## src/digest_message_builder_regs.svh

```systemverilog
`ifndef DIGEST_MESSAGE_BUILDER_REGS_SVH
`define DIGEST_MESSAGE_BUILDER_REGS_SVH

// Command opcodes
`define DMB_OP_DIGEST_GEN    8'h15
`define DMB_OP_KEYED_HASH    8'h11

// Zone codes of the digest-generate command
`define DMB_ZONE_CONFIG      8'h00
`define DMB_ZONE_OTP         8'h01
`define DMB_ZONE_DATA        8'h02

// Selector values at or above this pick a fixed transport key for a data-zone digest generate
`define DMB_TRANSPORT_BASE   16'h8000

// Keyed-hash mode bit positions and must-be-zero mask
`define DMB_MODE_SERIAL      6
`define DMB_MODE_OTP64       5
`define DMB_MODE_OTP88       4
`define DMB_MODE_SOURCE      2
`define DMB_MODE_MBZ_MASK    8'h8B

// Status byte values
`define DMB_ST_OK            8'h00
`define DMB_ST_PARSE_ERR     8'h03
`define DMB_ST_EXEC_ERR      8'h0F

// Message and response lengths in bytes
`define DMB_MSG_BYTES        96
`define DMB_GEN_LEN          7'h60
`define DMB_HMAC_LEN         7'h58
`define DMB_RSP_STATUS_LEN   6'h01
`define DMB_RSP_DIGEST_LEN   6'h20

`endif

```

## src/dmb_pkg.sv

```systemverilog
package dmb_pkg;

  typedef struct packed {
    logic [7:0]  opcode;
    logic [7:0]  param1;
    logic [15:0] param2;
    logic [31:0] extraInputBytes;
  } cmd_s;

  typedef struct packed {
    logic         valid;
    logic         sourceMarker;
    logic [255:0] digest;
  } temp_s;

  typedef struct packed {
    logic [7:0]  zone;
    logic [3:0]  slot;
    logic        transport;
    logic [15:0] keySelector;
  } fetch_req_s;

  typedef struct packed {
    logic [255:0] data;
    logic         verifyOnlyFlag;
  } fetch_rsp_s;

  typedef struct packed {
    logic         valid;
    logic [5:0]   len;
    logic [7:0]   status;
    logic [255:0] digest;
  } rsp_s;

  typedef enum logic [2:0] {
    ST_IDLE,
    ST_FETCH,
    ST_STREAM,
    ST_HASH_WAIT,
    ST_RESPOND
  } state_e;

endpackage

```

## src/digest_message_builder.sv

```systemverilog
`timescale 1ns/100ps
`include "digest_message_builder_regs.svh"

module digest_message_builder
  import dmb_pkg::*;
#(
  parameter int MSG_BYTES = `DMB_MSG_BYTES
) (
  input  wire logic         clk_sys,
  input  wire logic         reset,
  input  wire logic         cmdValid,
  input  wire cmd_s         cmd,
  output logic              cmdReady,
  input  wire temp_s        temp,
  output logic              tempWrite,
  output logic [255:0]      tempNew,
  output logic              fetchReq,
  output fetch_req_s        fetchCmd,
  input  wire logic         fetchAck,
  input  wire fetch_rsp_s   fetchRsp,
  input  wire logic [71:0]  serialNum,
  input  wire logic [87:0]  otpBytes,
  output logic              hashStart,
  output logic              hashKeyed,
  output logic [255:0]      hashKey,
  output logic [6:0]        hashLen,
  output logic              byteValid,
  output logic [7:0]        byteData,
  output logic              byteLast,
  input  wire logic         byteReady,
  input  wire logic         hashDone,
  input  wire logic [255:0] hashDigest,
  output rsp_s              rsp
);

  state_e       state_r;
  state_e       state_nxt;
  cmd_s         cmd_r;
  cmd_s         cmd_nxt;
  logic         keyed_r;
  logic         keyed_nxt;
  logic [255:0] tempVal_r;
  logic [255:0] tempVal_nxt;
  fetch_req_s   fetch_r;
  fetch_req_s   fetch_nxt;
  fetch_rsp_s   stored_r;
  fetch_rsp_s   stored_nxt;
  logic         hashStart_r;
  logic         hashStart_nxt;
  logic         tempWrite_r;
  logic         tempWrite_nxt;
  logic [255:0] tempNew_r;
  logic [255:0] tempNew_nxt;
  rsp_s         rsp_r;
  rsp_s         rsp_nxt;

  logic [MSG_BYTES*8-1:0] msgVec;
  logic [6:0]             msgLen;
  logic                   streamStart;
  logic [7:0]             mode;
  logic [63:0]            otpLow;
  logic [23:0]            otpHigh;
  logic [47:0]            serialMid;
  logic [255:0]           genHead;

  // Serial bytes are numbered from the low end of serialNum, OTP likewise
  function automatic logic [7:0] snByte(input logic [71:0] sn, input int k);
    snByte = sn[8*k +: 8];
  endfunction

  function automatic logic [7:0] otpByte(input logic [87:0] otp, input int k);
    otpByte = otp[8*k +: 8];
  endfunction

  assign mode = cmd_r.param1;

  always_comb
  begin
    otpLow    = '0;
    otpHigh   = '0;
    serialMid = '0;
    if (mode[`DMB_MODE_OTP88] || mode[`DMB_MODE_OTP64])
    begin
      for (int k = 0; k < 8; k++)
      begin
        otpLow[63-8*k -: 8] = otpByte(otpBytes, k);
      end
    end
    if (mode[`DMB_MODE_OTP88])
    begin
      for (int k = 0; k < 3; k++)
      begin
        otpHigh[23-8*k -: 8] = otpByte(otpBytes, 8 + k);
      end
    end
    if (mode[`DMB_MODE_SERIAL])
    begin
      serialMid = {snByte(serialNum, 4), snByte(serialNum, 5), snByte(serialNum, 6),
                   snByte(serialNum, 7), snByte(serialNum, 2), snByte(serialNum, 3)};
    end
  end

  // Serial bytes then zeros; the top 28 bytes give the serial and 25-zero tail of both layouts
  assign genHead = {snByte(serialNum, 8), snByte(serialNum, 0), snByte(serialNum, 1), 232'h0};

  always_comb
  begin
    msgVec = '0;
    msgLen = `DMB_GEN_LEN;
    if (keyed_r)
    begin
      msgLen = `DMB_HMAC_LEN;
      msgVec = {256'h0, tempVal_r, `DMB_OP_KEYED_HASH, mode,
                cmd_r.param2[7:0], cmd_r.param2[15:8],
                otpLow, otpHigh, snByte(serialNum, 8), serialMid[47:16],
                snByte(serialNum, 0), snByte(serialNum, 1), serialMid[15:0],
                64'h0};
    end
    else if (fetch_r.zone == `DMB_ZONE_DATA && !fetch_r.transport && stored_r.verifyOnlyFlag)
    begin
      msgVec = {stored_r.data, cmd_r.extraInputBytes, genHead[255:32], tempVal_r};
    end
    else
    begin
      msgVec = {stored_r.data, cmd_r.opcode, cmd_r.param1,
                cmd_r.param2[7:0], cmd_r.param2[15:8], genHead[255:32], tempVal_r};
    end
  end

  always_comb
  begin
    state_nxt     = state_r;
    cmd_nxt       = cmd_r;
    keyed_nxt     = keyed_r;
    tempVal_nxt   = tempVal_r;
    fetch_nxt     = fetch_r;
    stored_nxt    = stored_r;
    hashStart_nxt = 1'b0;
    tempWrite_nxt = 1'b0;
    tempNew_nxt   = tempNew_r;
    rsp_nxt       = rsp_r;
    rsp_nxt.valid = 1'b0;
    streamStart   = 1'b0;
    unique case (state_r)
      ST_IDLE:
      begin
        if (cmdValid)
        begin
          cmd_nxt            = cmd;
          tempVal_nxt        = temp.digest;
          rsp_nxt.len        = `DMB_RSP_STATUS_LEN;
          fetch_nxt.keySelector = cmd.param2;
          fetch_nxt.zone     = cmd.param1;
          fetch_nxt.slot     = cmd.param2[3:0];
          fetch_nxt.transport = 1'b0;
          state_nxt          = ST_RESPOND;
          if (cmd.opcode == `DMB_OP_KEYED_HASH)
          begin
            keyed_nxt      = 1'b1;
            fetch_nxt.zone = `DMB_ZONE_DATA;
            if ((cmd.param1 & `DMB_MODE_MBZ_MASK) != 8'h00)
              rsp_nxt.status = `DMB_ST_PARSE_ERR;
            else if (cmd.param1[`DMB_MODE_SOURCE] != temp.sourceMarker)
              rsp_nxt.status = `DMB_ST_EXEC_ERR;
            else if (!temp.valid)
              rsp_nxt.status = `DMB_ST_EXEC_ERR;
            else
              state_nxt = ST_FETCH;
          end
          else if (cmd.opcode == `DMB_OP_DIGEST_GEN)
          begin
            keyed_nxt = 1'b0;
            fetch_nxt.transport = (cmd.param1 == `DMB_ZONE_DATA) &&
                                  (cmd.param2 >= `DMB_TRANSPORT_BASE);
            if (cmd.param1 > `DMB_ZONE_DATA)
              rsp_nxt.status = `DMB_ST_PARSE_ERR;
            else if (!temp.valid)
              rsp_nxt.status = `DMB_ST_EXEC_ERR;
            else
              state_nxt = ST_FETCH;
          end
          else
          begin
            rsp_nxt.status = `DMB_ST_PARSE_ERR;
          end
        end
      end
      ST_FETCH:
      begin
        if (fetchAck)
        begin
          stored_nxt    = fetchRsp;
          hashStart_nxt = 1'b1;
          state_nxt     = ST_STREAM;
        end
      end
      ST_STREAM:
      begin
        // In the cycle hashStart is high the message is loaded into the streamer
        streamStart = 1'b1;
        state_nxt   = ST_HASH_WAIT;
      end
      ST_HASH_WAIT:
      begin
        if (hashDone)
        begin
          rsp_nxt.status = `DMB_ST_OK;
          if (keyed_r)
          begin
            rsp_nxt.len    = `DMB_RSP_DIGEST_LEN;
            rsp_nxt.digest = hashDigest;
          end
          else
          begin
            rsp_nxt.len   = `DMB_RSP_STATUS_LEN;
            tempWrite_nxt = 1'b1;
            tempNew_nxt   = hashDigest;
          end
          state_nxt = ST_RESPOND;
        end
      end
      ST_RESPOND:
      begin
        rsp_nxt.valid = 1'b1;
        state_nxt     = ST_IDLE;
      end
    endcase
  end

  always_ff @(posedge clk_sys or posedge reset)
  begin
    if (reset)
    begin
      state_r     <= ST_IDLE;
      cmd_r       <= '0;
      keyed_r     <= 1'b0;
      tempVal_r   <= '0;
      fetch_r     <= '0;
      stored_r    <= '0;
      hashStart_r <= 1'b0;
      tempWrite_r <= 1'b0;
      tempNew_r   <= '0;
      rsp_r       <= '0;
    end
    else
    begin
      state_r     <= state_nxt;
      cmd_r       <= cmd_nxt;
      keyed_r     <= keyed_nxt;
      tempVal_r   <= tempVal_nxt;
      fetch_r     <= fetch_nxt;
      stored_r    <= stored_nxt;
      hashStart_r <= hashStart_nxt;
      tempWrite_r <= tempWrite_nxt;
      tempNew_r   <= tempNew_nxt;
      rsp_r       <= rsp_nxt;
    end
  end

  msg_byte_streamer #(
    .MSG_BYTES (MSG_BYTES)
  ) u_msg_byte_streamer (
    .clk_sys   (clk_sys),
    .reset     (reset),
    .start     (streamStart),
    .msg       (msgVec),
    .len       (msgLen),
    .byteValid (byteValid),
    .byteData  (byteData),
    .byteLast  (byteLast),
    .byteReady (byteReady),
    .done      ()
  );

  assign cmdReady  = (state_r == ST_IDLE);
  assign fetchReq  = (state_r == ST_FETCH);
  assign fetchCmd  = fetch_r;
  assign hashStart = hashStart_r;
  assign hashKeyed = keyed_r;
  // Key is the slot value for keyed-hash; zero for a plain hash
  assign hashKey   = keyed_r ? stored_r.data : 256'h0;
  assign hashLen   = msgLen;
  assign tempWrite = tempWrite_r;
  assign tempNew   = tempNew_r;
  assign rsp       = rsp_r;

endmodule

```

## src/msg_byte_streamer.sv

```systemverilog
`timescale 1ns/100ps
`include "digest_message_builder_regs.svh"

module msg_byte_streamer #(
  parameter int MSG_BYTES = `DMB_MSG_BYTES
) (
  input  wire logic                   clk_sys,
  input  wire logic                   reset,
  input  wire logic                   start,
  input  wire logic [MSG_BYTES*8-1:0] msg,
  input  wire logic [6:0]             len,
  output logic                        byteValid,
  output logic [7:0]                  byteData,
  output logic                        byteLast,
  input  wire logic                   byteReady,
  output logic                        done
);

  logic [MSG_BYTES*8-1:0] msg_r;
  logic [MSG_BYTES*8-1:0] msg_nxt;
  logic [6:0]             left_r;
  logic [6:0]             left_nxt;
  logic                   busy_r;
  logic                   busy_nxt;

  always_comb
  begin
    msg_nxt  = msg_r;
    left_nxt = left_r;
    busy_nxt = busy_r;
    done     = 1'b0;
    if (start)
    begin
      msg_nxt  = msg;
      left_nxt = len;
      busy_nxt = 1'b1;
    end
    else if (busy_r && byteReady)
    begin
      // First byte of the message sits in the top lane; shift it out
      msg_nxt  = {msg_r[MSG_BYTES*8-9:0], 8'h00};
      left_nxt = left_r - 7'h01;
      if (left_r == 7'h01)
      begin
        busy_nxt = 1'b0;
        done     = 1'b1;
      end
    end
  end

  always_ff @(posedge clk_sys or posedge reset)
  begin
    if (reset)
    begin
      msg_r  <= '0;
      left_r <= '0;
      busy_r <= 1'b0;
    end
    else
    begin
      msg_r  <= msg_nxt;
      left_r <= left_nxt;
      busy_r <= busy_nxt;
    end
  end

  assign byteValid = busy_r;
  assign byteData  = msg_r[MSG_BYTES*8-1 -: 8];
  assign byteLast  = busy_r && (left_r == 7'h01);

endmodule

```

## config.mk

```make
export PLATFORM = sky130hd
export DESIGN_NAME = digest_message_builder
export DESIGN_NICKNAME = d
export VERILOG_FILES = /design/src/dmb_pkg.sv /design/src/digest_message_builder.sv /design/src/msg_byte_streamer.sv
export VERILOG_INCLUDE_DIRS = /design/src /design/src/src
export SDC_FILE = /design/constraint.sdc
export NUM_CORES = 2
export LEC_CHECK = 0
export ABC_AREA = 1
export BUFFER_PORTS_ARGS = -buffer_cell sky130_fd_sc_hd__buf_4
export CAP_MARGIN = 20
export CORE_AREA = 4 4 722 724
export CTS_CLUSTER_SIZE = 12
export DETAILED_ROUTE_END_ITERATION = 7
export DIE_AREA = 0 0 726 728
export GPL_ROUTABILITY_DRIVEN = 1
export PLACE_DENSITY = 0.31
export REMOVE_ABC_BUFFERS = 1
export SYNTH_ARGS = -nofsm -noshare
export SYNTH_HDL_FRONTEND = slang
export SYNTH_SLANG_ARGS = --single-unit
```

## constraint.sdc

```tcl
create_clock -name clk_sys -period 161 [get_ports clk_sys]
set_input_delay 0 -clock clk_sys [delete_from_list [all_inputs] [get_ports clk_sys]]
set_output_delay 0 -clock clk_sys [all_outputs]
set_load 0.02 [all_outputs]
```

==> summary.txt <==
Outcome
  – Status: complete, no violations

Global route
  – Largest net degree at the start of global routing: approximately 200
  – Number of global-route vias before repair: 84500
  – Initial antenna violation count: 162
  – First-pass GRT wire length: between 600000 and 700000 microns
  – Total gr overflow: 0
  – GRT Overall Usage: approximately 17%

Setup path
  – Slowest-stage cell, CP: buf_4
  – Worst setup EP type: asynchronous set/reset pin
  – Slowest stage delay, CP: 0.78 ns
  – Critical path peak fanout: 144
  – Stages on the worst setup path: 10
  – Top cell by count, worst path: buf_4
  – Arr. time, crit path: 6.55 ns
  – Worst r2r src: state_r[2]
  – CP startpoint kind: primary input
  – R2R cell count: 10
  – Worst-path cell chain: dlygate4sd3_1, buf_4, dlygate4sd3_1, inv_8, buf_4, buf_4, buf_4, buf_4, buf_4, buf_12
  – Reg-to-reg endpoint: u_msg_byte_streamer.msg_r[10]
  – Crit path max-delay family: buffers and inverters
  – CP Class: in -> async
  – FF-to-FF setup slack: around 160 ns
  – CP bufs+invs: 10
  – Critical Path RT: ~160 ns

STA
  – Minimum clock period: approximately 5.7 ns
  – Relative slew margins: a little over a quarter
  – Final Setup Violations: 0
  – Final period util: 3.52%
  – RSZ-0062 raised after global routing: false
  – PnR worst setup slack: 155.34 ns
  – Final Hold Viols: 0
  – Slew at the pin with the worst max-slew slack: 1.10 ns
  – Setup TNS: 0 ns
  – Hold Slack: about 0.070 ns
  – Final max-slew violation count: 0
  – Fmax: 177 MHz
  – Clock skew: approximately 0.053 ns

Final layout
  – Synth-to-Final Area Change: 61.9%
  – Layout cell share with drive strength beyond 1: 17.5%
  – Final Instance Count excl. Fillers: 20500
  – Design Area, Final: 0.132 sq mm
  – Nets: between 10000 and 15000
  – Final core occ: 25.7%
  – Filler cell count in the final layout: 56800

Place
  – Routability cong.: 0.781
  – DP HPWL: 333000 microns
  – Port bufs: between 1500 and 2000
  – DP Area: between 0.1 and 0.15 sq mm
  – Pre-CTS worst setup slack: 155.43 ns
  – Dpl cells: between 15000 and 20000

CTS
  – Clock latency on the worst-skew pair: 0.92 ns
  – Clock slew seen by the registers of the worst setup and hold paths: roughly 0.060 ns
  – CTS tree: done
  – Post-CTS setup buffer count: 0
  – Root buffer cell: clkbuf_16
  – CTS sink cnt: 1891
  – # resized after CTS: 0
  – Num CTS Buffers: roughly 270
  – # H-tree levels: 5
  – CTS Buffer Depth: 4

Detailed routing
  – # DRC: 0
  – Iteration-0 DRC Markers: 4596
  – Via total after detailed routing: about 80000
  – Routed Antenna Nets: 0
  – Via/cell ratio: 3.91
  – Wire per inst: ~23 microns
  – Detailed Routing Iterations Pass 1: 6
  – Drt total wl: about 460000 microns

Logic synthesis
  – Seq/Total Area, Yosys: 58.0%
  – Synth Instances: 9762
  – Number of synthesized register bits: 1891
  – Yosys cell types: 37
  – Mapped Area: a little over 0.08 sq mm
  – Top cell type's share of synthesized area: 58.0%
  – YS warnings: 0
  – Syn Area/Cell: 8.36 sq um
  – Yosys top cell by area: dfrtp_1
  – Leading post-synthesis cells by cell area: dfrtp_1 (58%), o21ai_0 (12%), nand2_1 (12%)

Floorplan
  – Die footprint: 0.529 sq mm
  – Core Footprint: slightly above 0.5 sq mm
  – Die Height: 728 microns
  – DIE WIDTH: 726 microns
  – Initial core utilization: 15.8%
  – IO Pins: ~1800
  – Row cnt: 264

Worst hold path
  – Hold wc startpoint: temp[69]
  – Hold Path Stages: 4
  – HP Class: in -> reg
  – Hold Crit Endpoint: tempVal_r[69]

Power and ir drop
  – Leakage Power: 61.7 nW
  – PD cells: 15.7 mW/mm^2
  – VDD IR-drop max: around 0.000012 V
  – Final Total Pwr: around 2.1 mW

Run
  – Max-cap violations: 0
[power by group]
part | internal (mW) | switching [mW]
clock network | 0.354 | 0.256
registers | 0.671 | 0.129
logic | 0.251 | 0.417
[layer usage]
metal	routed length [microns]	track usage [%]
met1	191000	20.5
met2	237000	30.8
met3	23500	3.40
met4	11800	4.06
met5	447	0
[repair_timing]
item / 4_1_cts / 5_1_grt
endpoints found under the setup margin: 0 / 0
hold endpoints to repair: 1445 / 0
hold buffers: 2134 / 0
[layout make-up]
type,count,area (sq um),area share (%)
sequential,1891,47300,35.8
timing repair buffer,4071,36100,27.3
multi-input combinational,5824,26100,19.7
tap,6783,8490,6.42
clock buffer,390,7860,5.95
inverter,1374,5190,3.93
clock inverter,84,1030,0.779
antenna,59,148,0.112
[registers in the layout, summed over array words and instances, names as in the netlist, 8 cells and up]
name	count
rsp	267
tempVal_r	256
mode	8
u_msg_byte_streamer.msg_r	768
tempNew	256
stored_r	257
cmd_r	40
fetchCmd	25
[placed cells by master (no fill, tap or decap), types with 4 or more instances in the layout]
| cell | count |
|---|---|
| a21oi_1 | 242 |
| a22oi_1 | 9 |
| a31oi_1 | 126 |
| a32oi_1 | 11 |
| a41oi_1 | 20 |
| buf_12 | 14 |
| buf_4 | 1923 |
| bufinv_16 | 7 |
| clkbuf_1 | 58 |
| clkbuf_16 | 273 |
| clkbuf_8 | 59 |
| clkinv_16 | 10 |
| clkinv_2 | 43 |
| clkinv_8 | 4 |
| clkinvlp_4 | 6 |
| conb_1 | 8 |
| dfrtp_1 | 1890 |
| diode_2 | 59 |
| dlygate4sd3_1 | 2134 |
| inv_1 | 1365 |
| inv_16 | 6 |
| inv_6 | 6 |
| inv_8 | 4 |
| nand2_1 | 2542 |
| nand2_8 | 4 |
| nand3_1 | 103 |
| nand4_1 | 5 |
| nor2_1 | 402 |
| nor2_4 | 9 |
| nor3_1 | 5 |
| o21ai_0 | 1942 |
| o21ai_1 | 329 |
| o221ai_1 | 26 |
| o22ai_1 | 27 |
[worst max path at each step]
stage	from	endpoint	slack, ns
floorplan	reset	cmd_r[0]	107.60
global placement	reset	stored_r[12]	155.37
detailed placement	reset	stored_r[28]	155.43
CTS	reset	u_msg_byte_streamer.msg_r[669]	155.27
global route	reset	stored_r[12]	154.58
finish	reset	cmd_r[2]	155.34
[tightest hold or removal path: cells and delay by family]
family | cells | cell delay (ns)
simple gates | 2 | 0.09
buf+inv | 2 | 0.80
[cell usage after synthesis]
master    instances
nand3_2           1
conb_1            2
a32oi_1          11
nor3_2            1
nor3_1            6
nand2_1        2544
nand3_1         103
o21ai_0        1942
a31oi_1         126
a21boi_0          1
nand4_1           5
a41oi_1          20
o21ai_1         329
o221ai_1         26
a21oi_1         242
nor2_2            7
mux2_2            1
dfrtp_1        1891
buf_1             4
clkbuf_1        343
buf_6            16
buf_4            64
o22ai_1          27
or2_2             1
ha_1              2
nand2_4           2
o211ai_1          1
nand2_2           2
o31ai_1           1
a22oi_1           9
a211oi_1          1
nor2_4            1
nor2_1          404
inv_1          1369
clkbuf_2         12
inv_2             5
buf_2           240
[logic make-up after synthesis]
group,Yosys count,share of synthesized area (%)
and+or+nand+nor,3077,14.4
AOI/OAI and AO/OA,2736,17.3
buffers and inverters,2053,10.3
DFF,1891,58.0
adders and majority gates,2,0.0306
other,2,0.00920
muxes,1,0.0138
No activity file was read; power rests on OpenSTA's default activity.
